`src/mic_params.svh`:
```
/*
   Constants of the memory integrity block: opcodes, frame lengths,
   field positions, reset values and the checksum generator.
   Assumes inclusion by bare name from the bench and the design file.
*/
`ifndef MIC_PARAMS_SVH
`define MIC_PARAMS_SVH

// Opcodes taken from the serial link
`define MIC_OP_UNIT_QUERY      8'h19
`define MIC_OP_CLEAR           8'h1B
`define MIC_OP_RUN             8'h5B
`define MIC_OP_PAUSE           8'h75
`define MIC_OP_CONTINUE        8'h7A

// Frame lengths in link bits, counted from chip select falling
`define MIC_CMD_BITS           6'd8
`define MIC_QUERY_BITS         6'd32
`define MIC_RUN_BITS           6'd56
`define MIC_BIT_CNT_MAX        6'd63
`define MIC_ADDR_BITS          24

// Unit status byte layout and unit address alignment
`define MIC_UNIT_ERR_BIT       3
`define MIC_UNIT_LSB_BITS      3

// Reset values of the result registers and the counter limit
`define MIC_DEC_RESET          16'h0000
`define MIC_DEC_MAX            16'hFFFF
`define MIC_TRAP_RESET         32'h0000_0000
`define MIC_CRC_RESET          32'h0000_0000

// Checksum generator and range arithmetic
`define MIC_CRC_POLY           32'h1EDC_6F41
`define MIC_RANGE_MIN          25'h000_0003
`define MIC_WORD_STEP          25'h000_0004

`endif

```
`src/mic_pkg.sv`:
```
/*
   Types of the memory integrity block.
   Assumes mic_params.svh is reachable on the include path.
*/
`default_nettype none
package mic_pkg;
   // Link command decoder states
   typedef enum logic [2:0] {
      MIC_SPI_CMD,
      MIC_SPI_ADDR,
      MIC_SPI_DUMMY,
      MIC_SPI_DOUT,
      MIC_SPI_IGNORE
   } mic_spi_state_t;

   // Checksum engine states
   typedef enum logic [1:0] {
      MIC_CRC_IDLE,
      MIC_CRC_FETCH,
      MIC_CRC_PAUSE
   } mic_crc_state_t;
endpackage
`default_nettype wire
```
`src/mic_integrity.sv`:
```
/*
   Memory integrity block: double-bit error tracking, unit status query,
   clear command and a word-wide CRC-32C engine with pause and continue,
   all commanded over a single-bit mode-0 serial link.
   Assumes the link pins arrive asynchronously and are much slower than
   clock; memory, error reporter and unit error lookup run on clock.
*/
`include "mic_params.svh"
`timescale 1ns/1ns
`default_nettype none
module mic_integrity
   import mic_pkg::*;
(
   input  wire logic        clock,                   // System clock
   input  wire logic        resetn,                  // Async reset, low
   input  wire logic        spi_sck,                 // Link clock pin
   input  wire logic        spi_cs_n,                // Chip select, low
   input  wire logic        spi_si,                  // Link data in
   output var  logic        spi_so,                  // Link data out
   output var  logic        spi_so_oe,               // Data out enable
   input  wire logic [3:0]  read_latency_code,       // Dummy cycles
   input  wire logic        deep_sleep,              // Deep sleep level
   input  wire logic        ecc_double_evt,          // Double error pulse
   input  wire logic [31:0] ecc_double_unit_addr,    // Its unit address
   output var  logic [23:0] unit_query_addr,         // Queried unit
   input  wire logic        unit_query_err,          // Unit has double
   output var  logic        mem_req,                 // Word read request
   output var  logic [23:0] mem_addr,                // Word byte address
   input  wire logic [31:0] mem_word,                // Word, byte0 low
   input  wire logic        mem_ack,                 // Word valid pulse
   output var  logic        write_latch_clr,         // Clear latch pulse
   output var  logic        double_bit_flag,         // Sticky flag
   output var  logic [15:0] double_error_count,      // Error counter
   output var  logic [31:0] error_unit_address_trap, // First unit
   output var  logic [31:0] checksum_result,         // Checksum
   output var  logic        op_in_progress,          // Busy bit
   output var  logic        checksum_abort_bit,      // Abort bit
   output var  logic        checksum_paused_bit      // Paused bit
);

   // MSB-first word update, no reflection
   function automatic logic [31:0] crc_word(input logic [31:0] c_in,
                                            input logic [31:0] d);
      logic [31:0] c;
      logic        fb;
      c = c_in;
      for (int i = 31; i >= 0; i--) begin
         fb = c[31] ^ d[i];
         c  = {c[30:0], 1'b0} ^ (fb ? `MIC_CRC_POLY : 32'h0000_0000);
      end
      return c;
   endfunction

   // Link pin synchronisers
   logic sck_meta_reg, sck_s_reg, sck_d_reg;
   logic cs_meta_reg, cs_s_reg, cs_d_reg;
   logic si_meta_reg, si_s_reg;

   always_ff @(posedge clock or negedge resetn) begin
      if (!resetn) begin
         sck_meta_reg <= 1'b0;
         sck_s_reg    <= 1'b0;
         sck_d_reg    <= 1'b0;
         cs_meta_reg  <= 1'b1;
         cs_s_reg     <= 1'b1;
         cs_d_reg     <= 1'b1;
         si_meta_reg  <= 1'b0;
         si_s_reg     <= 1'b0;
      end else begin
         sck_meta_reg <= spi_sck;
         sck_s_reg    <= sck_meta_reg;
         sck_d_reg    <= sck_s_reg;
         cs_meta_reg  <= spi_cs_n;
         cs_s_reg     <= cs_meta_reg;
         cs_d_reg     <= cs_s_reg;
         si_meta_reg  <= spi_si;
         si_s_reg     <= si_meta_reg;
      end
   end

   logic sck_rise, sck_fall, cs_rise;
   assign sck_rise = sck_s_reg & ~sck_d_reg;
   assign sck_fall = ~sck_s_reg & sck_d_reg;
   assign cs_rise  = cs_s_reg & ~cs_d_reg;

   // Link decoder state
   mic_spi_state_t spi_state_reg, spi_state_next;
   logic [5:0]     bit_cnt_reg, bit_cnt_next;
   logic [3:0]     dummy_cnt_reg, dummy_cnt_next;
   logic [7:0]     op_reg, op_next;
   logic [47:0]    addr_sr_reg, addr_sr_next;
   logic [7:0]     out_sr_reg, out_sr_next;
   logic           out_first_reg, out_first_next;
   logic           so_reg, so_next;
   logic [23:0]    qaddr_reg, qaddr_next;
   logic           clear_pulse_reg, clear_pulse_next;
   logic           run_pulse_reg, run_pulse_next;
   logic           pause_pulse_reg, pause_pulse_next;
   logic           cont_pulse_reg, cont_pulse_next;
   logic [7:0]     op_shift;
   logic [7:0]     status_byte;

   // Opcode shift, frame decode and status byte shift-out
   always_comb begin
      spi_state_next   = spi_state_reg;
      bit_cnt_next     = bit_cnt_reg;
      dummy_cnt_next   = dummy_cnt_reg;
      op_next          = op_reg;
      addr_sr_next     = addr_sr_reg;
      out_sr_next      = out_sr_reg;
      out_first_next   = out_first_reg;
      so_next          = so_reg;
      qaddr_next       = qaddr_reg;
      clear_pulse_next = 1'b0;
      run_pulse_next   = 1'b0;
      pause_pulse_next = 1'b0;
      cont_pulse_next  = 1'b0;
      op_shift         = {op_reg[6:0], si_s_reg};
      status_byte      = 8'h00;
      status_byte[`MIC_UNIT_ERR_BIT] = unit_query_err;
      if (cs_s_reg) begin
         spi_state_next = MIC_SPI_CMD;
         bit_cnt_next   = 6'd0;
         if (cs_rise && bit_cnt_reg == `MIC_CMD_BITS) begin
            clear_pulse_next = (op_reg == `MIC_OP_CLEAR);
            pause_pulse_next = (op_reg == `MIC_OP_PAUSE);
            cont_pulse_next  = (op_reg == `MIC_OP_CONTINUE);
         end
         if (cs_rise && bit_cnt_reg == `MIC_RUN_BITS) begin
            run_pulse_next = (op_reg == `MIC_OP_RUN);
         end
      end else if (sck_rise) begin
         if (bit_cnt_reg != `MIC_BIT_CNT_MAX) begin
            bit_cnt_next = bit_cnt_reg + 6'd1;
         end
         unique case (spi_state_reg)
            MIC_SPI_CMD: begin
               op_next = op_shift;
               if (bit_cnt_reg == `MIC_CMD_BITS - 6'd1) begin
                  if (op_shift == `MIC_OP_UNIT_QUERY ||
                      op_shift == `MIC_OP_RUN) begin
                     spi_state_next = MIC_SPI_ADDR;
                  end else begin
                     spi_state_next = MIC_SPI_IGNORE;
                  end
               end
            end
            MIC_SPI_ADDR: begin
               addr_sr_next = {addr_sr_reg[46:0], si_s_reg};
               if (op_reg == `MIC_OP_UNIT_QUERY &&
                   bit_cnt_reg == `MIC_QUERY_BITS - 6'd1) begin
                  qaddr_next = {addr_sr_reg[22:`MIC_UNIT_LSB_BITS - 1],
                                {`MIC_UNIT_LSB_BITS{1'b0}}};
                  dummy_cnt_next = 4'd0;
                  out_first_next = 1'b1;
                  spi_state_next = (read_latency_code == 4'd0) ?
                                   MIC_SPI_DOUT : MIC_SPI_DUMMY;
               end else if (bit_cnt_reg == `MIC_RUN_BITS - 6'd1) begin
                  spi_state_next = MIC_SPI_IGNORE;
               end
            end
            MIC_SPI_DUMMY: begin
               dummy_cnt_next = dummy_cnt_reg + 4'd1;
               if (dummy_cnt_reg + 4'd1 == read_latency_code) begin
                  spi_state_next = MIC_SPI_DOUT;
               end
            end
            MIC_SPI_DOUT: begin
            end
            MIC_SPI_IGNORE: begin
            end
         endcase
      end else if (sck_fall && spi_state_reg == MIC_SPI_DOUT) begin
         // Beyond the first byte only zeros follow
         if (out_first_reg) begin
            so_next        = status_byte[7];
            out_sr_next    = {status_byte[6:0], 1'b0};
            out_first_next = 1'b0;
         end else begin
            so_next     = out_sr_reg[7];
            out_sr_next = {out_sr_reg[6:0], 1'b0};
         end
      end
   end

   always_ff @(posedge clock or negedge resetn) begin
      if (!resetn) begin
         spi_state_reg   <= MIC_SPI_CMD;
         bit_cnt_reg     <= 6'd0;
         dummy_cnt_reg   <= 4'd0;
         op_reg          <= 8'h00;
         addr_sr_reg     <= 48'h0000_0000_0000;
         out_sr_reg      <= 8'h00;
         out_first_reg   <= 1'b0;
         so_reg          <= 1'b0;
         qaddr_reg       <= 24'h00_0000;
         clear_pulse_reg <= 1'b0;
         run_pulse_reg   <= 1'b0;
         pause_pulse_reg <= 1'b0;
         cont_pulse_reg  <= 1'b0;
      end else begin
         spi_state_reg   <= spi_state_next;
         bit_cnt_reg     <= bit_cnt_next;
         dummy_cnt_reg   <= dummy_cnt_next;
         op_reg          <= op_next;
         addr_sr_reg     <= addr_sr_next;
         out_sr_reg      <= out_sr_next;
         out_first_reg   <= out_first_next;
         so_reg          <= so_next;
         qaddr_reg       <= qaddr_next;
         clear_pulse_reg <= clear_pulse_next;
         run_pulse_reg   <= run_pulse_next;
         pause_pulse_reg <= pause_pulse_next;
         cont_pulse_reg  <= cont_pulse_next;
      end
   end

   assign spi_so          = so_reg;
   assign spi_so_oe       = ~cs_s_reg && spi_state_reg == MIC_SPI_DOUT;
   assign unit_query_addr = qaddr_reg;

   // Error tracking and checksum engine state
   mic_crc_state_t crc_state_reg, crc_state_next;
   logic           flag_reg, flag_next;
   logic [15:0]    dec_reg, dec_next;
   logic [31:0]    trap_reg, trap_next;
   logic [31:0]    crc_reg, crc_next;
   logic [24:0]    cur_reg, cur_next;
   logic [24:0]    last_reg, last_next;
   logic           pause_pend_reg, pause_pend_next;
   logic           abort_reg, abort_next;
   logic           wl_clr_reg, wl_clr_next;
   logic [24:0]    range_first, range_last, cur_step;
   logic [31:0]    word_in;

   assign range_first = {1'b0, addr_sr_reg[47:24]};
   assign range_last  = {1'b0, addr_sr_reg[23:0]};
   assign cur_step    = cur_reg + `MIC_WORD_STEP;
   assign word_in     = {mem_word[7:0], mem_word[15:8],
                         mem_word[23:16], mem_word[31:24]};

   // Flag, counter, trap and checksum run control
   always_comb begin
      crc_state_next  = crc_state_reg;
      flag_next       = flag_reg;
      dec_next        = dec_reg;
      trap_next       = trap_reg;
      crc_next        = crc_reg;
      cur_next        = cur_reg;
      last_next       = last_reg;
      pause_pend_next = pause_pend_reg;
      abort_next      = abort_reg;
      wl_clr_next     = 1'b0;
      // Clear first so that a same-cycle detection still lands
      if (clear_pulse_reg) begin
         flag_next = 1'b0;
         dec_next  = `MIC_DEC_RESET;
         trap_next = `MIC_TRAP_RESET;
      end
      if (deep_sleep) begin
         dec_next  = `MIC_DEC_RESET;
         trap_next = `MIC_TRAP_RESET;
      end
      if (ecc_double_evt) begin
         flag_next = 1'b1;
         if (!flag_reg || clear_pulse_reg || deep_sleep) begin
            trap_next = ecc_double_unit_addr;
         end
         if (clear_pulse_reg || deep_sleep) begin
            dec_next = 16'h0001;
         end else if (dec_reg != `MIC_DEC_MAX) begin
            dec_next = dec_reg + 16'h0001;
         end
      end
      unique case (crc_state_reg)
         MIC_CRC_IDLE: begin
            if (run_pulse_reg) begin
               crc_next  = `MIC_CRC_RESET;
               cur_next  = range_first;
               last_next = range_last;
               if (range_last < range_first + `MIC_RANGE_MIN) begin
                  abort_next = 1'b1;
               end else begin
                  abort_next     = 1'b0;
                  crc_state_next = MIC_CRC_FETCH;
               end
            end
         end
         MIC_CRC_FETCH: begin
            if (pause_pulse_reg) begin
               pause_pend_next = 1'b1;
            end
            if (mem_ack) begin
               crc_next = crc_word(crc_reg, word_in);
               cur_next = cur_step;
               if (cur_step > last_reg) begin
                  crc_state_next  = MIC_CRC_IDLE;
                  pause_pend_next = 1'b0;
                  wl_clr_next     = 1'b1;
               end else if (pause_pend_reg || pause_pulse_reg) begin
                  crc_state_next  = MIC_CRC_PAUSE;
                  pause_pend_next = 1'b0;
               end
            end
         end
         MIC_CRC_PAUSE: begin
            if (cont_pulse_reg) begin
               crc_state_next = MIC_CRC_FETCH;
            end
         end
      endcase
      if (deep_sleep) begin
         crc_next        = `MIC_CRC_RESET;
         crc_state_next  = MIC_CRC_IDLE;
         pause_pend_next = 1'b0;
      end
   end

   always_ff @(posedge clock or negedge resetn) begin
      if (!resetn) begin
         crc_state_reg  <= MIC_CRC_IDLE;
         flag_reg       <= 1'b0;
         dec_reg        <= `MIC_DEC_RESET;
         trap_reg       <= `MIC_TRAP_RESET;
         crc_reg        <= `MIC_CRC_RESET;
         cur_reg        <= 25'h000_0000;
         last_reg       <= 25'h000_0000;
         pause_pend_reg <= 1'b0;
         abort_reg      <= 1'b0;
         wl_clr_reg     <= 1'b0;
      end else begin
         crc_state_reg  <= crc_state_next;
         flag_reg       <= flag_next;
         dec_reg        <= dec_next;
         trap_reg       <= trap_next;
         crc_reg        <= crc_next;
         cur_reg        <= cur_next;
         last_reg       <= last_next;
         pause_pend_reg <= pause_pend_next;
         abort_reg      <= abort_next;
         wl_clr_reg     <= wl_clr_next;
      end
   end

   // Result and status outputs
   assign mem_req                 = crc_state_reg == MIC_CRC_FETCH;
   assign mem_addr                = cur_reg[23:0];
   assign write_latch_clr         = wl_clr_reg;
   assign double_bit_flag         = flag_reg;
   assign double_error_count      = dec_reg;
   assign error_unit_address_trap = trap_reg;
   assign checksum_result         = crc_reg;
   assign op_in_progress          = crc_state_reg == MIC_CRC_FETCH;
   assign checksum_abort_bit      = abort_reg;
   assign checksum_paused_bit     = crc_state_reg == MIC_CRC_PAUSE;

endmodule
`default_nettype wire

```
`config.mk`:
```
export PLATFORM = sky130hd
export DESIGN_NAME = mic_integrity
export DESIGN_NICKNAME = d
export VERILOG_FILES = /design/src/mic_pkg.sv /design/src/mic_integrity.sv
export VERILOG_INCLUDE_DIRS = /design/src
export SDC_FILE = /design/constraint.sdc
export NUM_CORES = 1
export LEC_CHECK = 0
export BUFFER_PORTS_ARGS = -buffer_cell sky130_fd_sc_hd__buf_4
export CORE_UTILIZATION = 24
export DETAILED_ROUTE_END_ITERATION = 16
export PLACE_DENSITY = 0.43
export SYNTH_ARGS = -nofsm -noshare
export SYNTH_HDL_FRONTEND = slang
export SYNTH_SLANG_ARGS = --single-unit
```
`constraint.sdc`:
```
create_clock -name clock -period 6.6 [get_ports clock]
set_input_delay 0.33 -clock clock [delete_from_list [all_inputs] [get_ports clock]]
set_output_delay 0.33 -clock clock [all_outputs]
set_load 0.01 [all_outputs]
```
==> results_dict.tcl, run 1 <==
set metrics [dict create \
    max_slew_margin 0.303 \
    grt_pass1_wl_mm 73.5 \
    syn_inst 1507 \
    root_buffer "clkbuf_16" \
    floorplan.initialDensity 0.244 \
    coreArea_um2 63300 \
    largest_reg_flops 48 \
    antennaDiodeCount 0 \
    gp_congestion 0.908 \
    r2r-start "checksum_result[23]" \
    clk_latency_ps 550 \
    r2r-end "checksum_result[22]" \
    post-dp-hpwl_mm 36.2 \
    hold_start "unit_query_err" \
    design.die.area_um2 65400 \
    skew_ps 18.3 \
    setup_ws_ps 661 \
    grt_util_all_layers 0.145 \
    post-place-cells 2507 \
    drv_slew 0 \
    synthTopCellsByArea "dfrtp_1 (39%), xnor2_1 (15%), mux2_2 (5.7%)" \
    grt_max_degree 68 \
    drv_cap 0 \
    finalSetupViolCount 0 \
    yosysTopAreaCell "dfrtp_1" \
    hold_end "out_sr_reg[4]" \
    rsz0062_at_grt "no" \
    synth_edf_count 0 \
    finalHoldViolations 0 \
    finalCritPeriodShare 0.900 \
    vias_per_cell 4.32 \
    routedWlPerCell_um 18.3 \
    drt_iter0_markers 624 \
    status "completed" \
    pin_count 213 \
    ys_warn_count 0 \
    end_kind "flop" \
    h-tree-depth 2 \
    cp-start-kind "flop" \
    cts_tree "done" \
    min_period_ps 5940 \
    numCtsBuffers 34 \
    ys_ff_latch 243 \
    fmax_mhz 168 \
    yosysUniqueCellTypes 62 \
    post_cts_buffers 0 \
    rr_worst_depth 16 \
    hp-class "in -> reg" \
    ant_nets 0 \
    die_w_um 256 \
    instances_no_fill 2606 \
    drc 0 \
    numPortBuffers 209 \
    rows 92 \
    holdPathStages 3 \
    synth_ff_type "dfrtp_1" \
    fin_setup_tns_ps 0 \
    grt-ovfl-total 0 \
    seq_area_frac_synth 0.394 \
    num_vias 11261 \
    clock-sinks 243 \
    area_growth_pct 25.8 \
    cp.arrival_ps 6330 \
    cp_max_fo 7 \
    antenna_found_initial 0 \
    path_common_cell "xnor2_1" \
    cp_cell_sequence "xnor2_2 > xnor3_2 > xor3_2 > xor2_2 > xor2_2 > xnor2_1 > xnor2_1 > xnor2_1 > xnor2_1 > xnor2_1 > xor2_2 > xor2_4 > xnor2_1 > xnor2_1 > xnor2_1 > o21ai_1" \
    grt_pass1_vias 11467 \
    finalInstanceArea_um2 19400 \
    die_h_um 256 \
    pre_cts_ws_ps 680 \
    path_class "reg -> reg" \
    drive_gt1_frac 0.239 \
    drt_wl_total_mm 47.8 \
    nets 1864 \
    cp_slowest_stage_delay_ps 700 \
    worstMarginPinSlew_ps 1040 \
    first_pass_iters 5 \
    clockBufferDepth 3 \
    cpMaxStageDelayCell "xnor2_1" \
    syn_area_um2 15400 \
    dpl-instance-area_um2 17900 \
    syn_area_per_cell_um2 10.3 \
    synthArstFlopShare 1.00 \
    clk_pin_slew_ps 60 \
    worstPathRequired_ps 6990 \
    reg2reg_setup_slack_ps 660 \
    synth.top_cell.area_share 0.389 \
]
## synthesized netlist by cell type (10+ instances only)
cell	number
o21a_1	20
nor2_1	65
xor2_1	93
mux2_2	78
nand2_1	175
nor2b_1	12
a21oi_1	32
xnor2_2	24
o21ai_0	118
ha_1	53
nand4_1	13
dfrtp_1	240
buf_4	28
xnor2_1	267
mux2i_1	11
clkbuf_1	48
inv_1	44
nand3_1	33
a22o_1	13
nand2b_1	10
and3_1	13
## per-layer routing
metal / track usage / vias up / share of wire / routed length, um
met4: 0.0442 / 0 / 0.027 / 1300
met1: 0.202 / 5502 / 0.48 / 23200
li1: - / 5492 / - / -
met5: 0 / - / 0 / 0
met3: 0.0253 / 60 / 0.036 / 1740
met2: 0.229 / 207 / 0.45 / 21600
## repair_timing
item / 4_1_cts / 5_1_grt
hold buffers: 37 / 0
resized for setup: 0 / 0
hold endpoints to repair: 100 / 0
## logic make-up (layout without fill, tap and decap cells)
group / count (synthesis) / count (layout) / share of synthesized area
AO/OA/AOI/OAI: 228 / 228 / 0.0870
XOR/XNOR: 413 / 413 / 0.271
buffers and inverters: 123 / 374 / 0.0367
adder cells (fa/ha/maj): 53 / 53 / 0.0429
AND/OR/NAND/NOR: 357 / 357 / 0.104
other: 1 / 3 / 0.000243
flip-flops: 243 / 243 / 0.394
multiplexers: 89 / 89 / 0.0640
## cell usage in the layout (no fill, tap or decap), types with 4 or more instances in the layout
cell type / Yosys / layout
and3_1: 13 / 13
a22oi_1: 5 / 5
a21oi_1: 32 / 32
nor3_1: 9 / 9
ha_1: 53 / 53
xor2_1: 93 / 93
mux2_2: 78 / 78
buf_4: 28 / 229
clkbuf_8: 0 / 9
a211oi_1: 5 / 5
mux2i_1: 11 / 11
a31oi_1: 5 / 5
nor2b_1: 12 / 12
xnor3_1: 7 / 7
inv_1: 44 / 44
clkbuf_16: 0 / 35
o22ai_1: 4 / 4
clkbuf_1: 48 / 5
a21o_1: 7 / 7
a22o_1: 13 / 13
dlygate4sd3_1: 0 / 37
xnor2_2: 24 / 24
dfrtp_1: 240 / 240
nand2_1: 175 / 175
xor2_2: 8 / 8
nand3_1: 33 / 32
o21ai_0: 118 / 118
xnor2_1: 267 / 267
nor2_1: 65 / 62
nand2b_1: 10 / 10
clkinv_2: 0 / 4
xnor3_2: 4 / 4
nand4_1: 13 / 13
o21a_1: 20 / 20
nor4_1: 5 / 5
## how the worst max path moves through the flow
stage	startpoint	to
finish	checksum_result[23]	checksum_result[22]
global route	checksum_result[23]	checksum_result[22]
CTS	checksum_result[23]	checksum_result[15]
detailed placement	checksum_result[23]	checksum_result[15]
global placement	mem_word[5]	checksum_result[15]
floorplan	checksum_result[23]	checksum_result[15]
## metrics by stage
step / hold slack, ps / utilization
after floorplan: 34.4 / -
after global placement: 316 / 0.282
after detailed placement: 317 / 0.282
after CTS: 6.41 / 0.307
after global routing: 27.8 / 0.307
final: 41.4 / 0.307
## layout make-up
class / count / area, um2
Timing Repair Buffer: 267 / 2100
Inverter: 45 / 169
Multi-Input combinational cell: 1143 / 8830
Tap cell: 846 / 1060
Clock buffer: 49 / 1020
Clock inverter: 13 / 171
Sequential cell: 243 / 6080
Fill cell: 6569 / 43900
## worst max-delay path: cells and delay by family, from the launching register on
kind / cells / cell delay [ps]
flops: 1 / 420
xor+xnor: 15 / 5280
compound gates: 1 / 100
Power of run 1 is not shown: default switching activity piles up to over one toggle a cycle in this logic, so the estimate is an artifact.
==> inputs of run 2 (changes only) <==
--- a/config.mk
+++ b/config.mk
@@ -7,9 +7,11 @@
 export NUM_CORES = 1
 export LEC_CHECK = 0
 export BUFFER_PORTS_ARGS = -buffer_cell sky130_fd_sc_hd__buf_4
+export CELL_PAD_IN_SITES_DETAIL_PLACEMENT = 1
+export CELL_PAD_IN_SITES_GLOBAL_PLACEMENT = 2
 export CORE_UTILIZATION = 24
 export DETAILED_ROUTE_END_ITERATION = 16
-export PLACE_DENSITY = 0.43
+export PLACE_DENSITY = 0.59
 export SYNTH_ARGS = -nofsm -noshare
 export SYNTH_HDL_FRONTEND = slang
 export SYNTH_SLANG_ARGS = --single-unit
==> run 2 against run 1 <==
Effect of this change: worst setup slack better by 150 ps; largest cell class unchanged; non-clock buffer count up 9; utilization about the same.
==> results_dict.tcl, run 2 (synthesis results as in run 1) <==
set metrics [dict create \
    rsz0062_at_grt "no" \
    rows 92 \
    drive_gt1_frac 0.238 \
    worstMarginPinSlew_ps 994 \
    drt_wl_total_mm 49.9 \
    design.die.area_um2 65400 \
    cts_tree "done" \
    area_growth_pct 25.6 \
    r2r-start "checksum_result[25]" \
    worstPathRequired_ps 7050 \
    grt_pass1_wl_mm 78.8 \
    path_class "reg -> reg" \
    end_kind "flop" \
    ant_nets 0 \
    drv_cap 0 \
    finalSetupViolCount 0 \
    antenna_found_initial 0 \
    cp-start-kind "flop" \
    cp_max_fo 6 \
    clk_pin_slew_ps 60 \
    pin_count 213 \
    cp.arrival_ps 6240 \
    vias_per_cell 4.36 \
    ctsHoldBuffers 41 \
    grt_util_all_layers 0.155 \
    num_vias 11373 \
    drv_slew 0 \
    setup_ws_ps 816 \
    clock-sinks 243 \
    nets 1870 \
    die_w_um 256 \
    coreArea_um2 63300 \
    grt_pass1_vias 12399 \
    hold_start "read_latency_code[2]" \
    fin_setup_tns_ps 0 \
    status "completed" \
    clk_latency_ps 600 \
    postCtsResizedCells 0 \
    numPortBuffers 209 \
    largest_reg_flops 48 \
    pre_cts_ws_ps 850 \
    nFillCells 7210 \
    min_period_ps 5780 \
    final_common_cell "xnor2_1" \
    die_h_um 256 \
    drc 0 \
    clockBufferDepth 3 \
    skew_ps 33.6 \
    finalCritPeriodShare 0.876 \
    numCtsBuffers 31 \
    grt-ovfl-total 0 \
    post_cts_buffers 0 \
    final_util 0.307 \
    hp-class "in -> reg" \
    root_buffer "clkbuf_16" \
    mostFrequentLayoutCells "xnor2_1 (267), dfrtp_1 (240), buf_4 (233)" \
    first_pass_iters 4 \
    h-tree-depth 1 \
    drt_iter0_markers 365 \
    finalHoldViolations 0 \
    grt_max_degree 151 \
    post-dp-hpwl_mm 37.5 \
    max_slew_margin 0.335 \
    routedWlPerCell_um 19.1 \
    floorplan.initialDensity 0.244 \
    gp_congestion 0.855 \
    startpoint "checksum_result[25]" \
    fmax_mhz 173 \
]
## run 2: cell types whose count changed in the layout (fill, tap and decap cells not counted), moves of 2 or more
cell,previous run,this run
clkbuf_8,9,3
buf_4,229,233
clkbuf_16,35,31
dlygate4sd3_1,37,41
clkinv_2,4,7
inv_6,3,0
bufinv_16,3,5
## run 2: path summary, 6_finish.rpt
check                                       to  slack (ps)  cells after the start
max reg2reg                checksum_result[22]         820                     16
max                        checksum_result[22]         820                     16
min reg2reg                           cs_s_reg         360                      0
min                           spi_state_reg[0]         260                      5
min in group asynchronous        out_sr_reg[6]         340                      2
max in group asynchronous   checksum_result[5]        4980                      3
## run 2: area by class of cell
class | count | area (um2) | area share
Clock buffer | 40 | 840 | 0.0433
Tap cell | 846 | 1060 | 0.0545
Antenna cell | 1 | 2.50 | 0.000129
Sequential cell | 243 | 6080 | 0.313
Inverter | 45 | 169 | 0.00870
Timing Repair Buffer | 276 | 2190 | 0.113
Clock inverter | 16 | 229 | 0.0118
Multi-Input combinational cell | 1143 | 8830 | 0.455
## run 2: metrics by stage
stage,hold slack [ps],area (um2),instances
final,257,19400,2610
after global placement,335,17900,2512
after detailed placement,342,17900,2512
after floorplan,34.4,15500,1509
after CTS,213,19400,2609
after global routing,278,19400,2609
## run 2: critical path, cell delays in order, from the launching register on
cell,delay [ps]
dfrtp_1,470
xnor2_2,530
xnor2_1,300
xnor2_2,380
xnor3_1,510
xnor2_1,320
xnor2_1,210
xor2_2,540
xnor2_1,230
xnor2_1,180
xnor2_1,270
xor2_2,560
xor2_4,230
xnor2_1,480
xnor2_1,200
xnor2_1,150
o21ai_1,70
## run 2: metal layers
layer / vias to the layer above / global-route usage / part of all wire
li1: 5493 / - / -
met3: 68 / 0.0243 / 0.035
met5: - / 0 / 0
met2: 170 / 0.240 / 0.44
met4: 0 / 0.0467 / 0.027
met1: 5642 / 0.220 / 0.50
Power of run 2 is left out for the same reason.
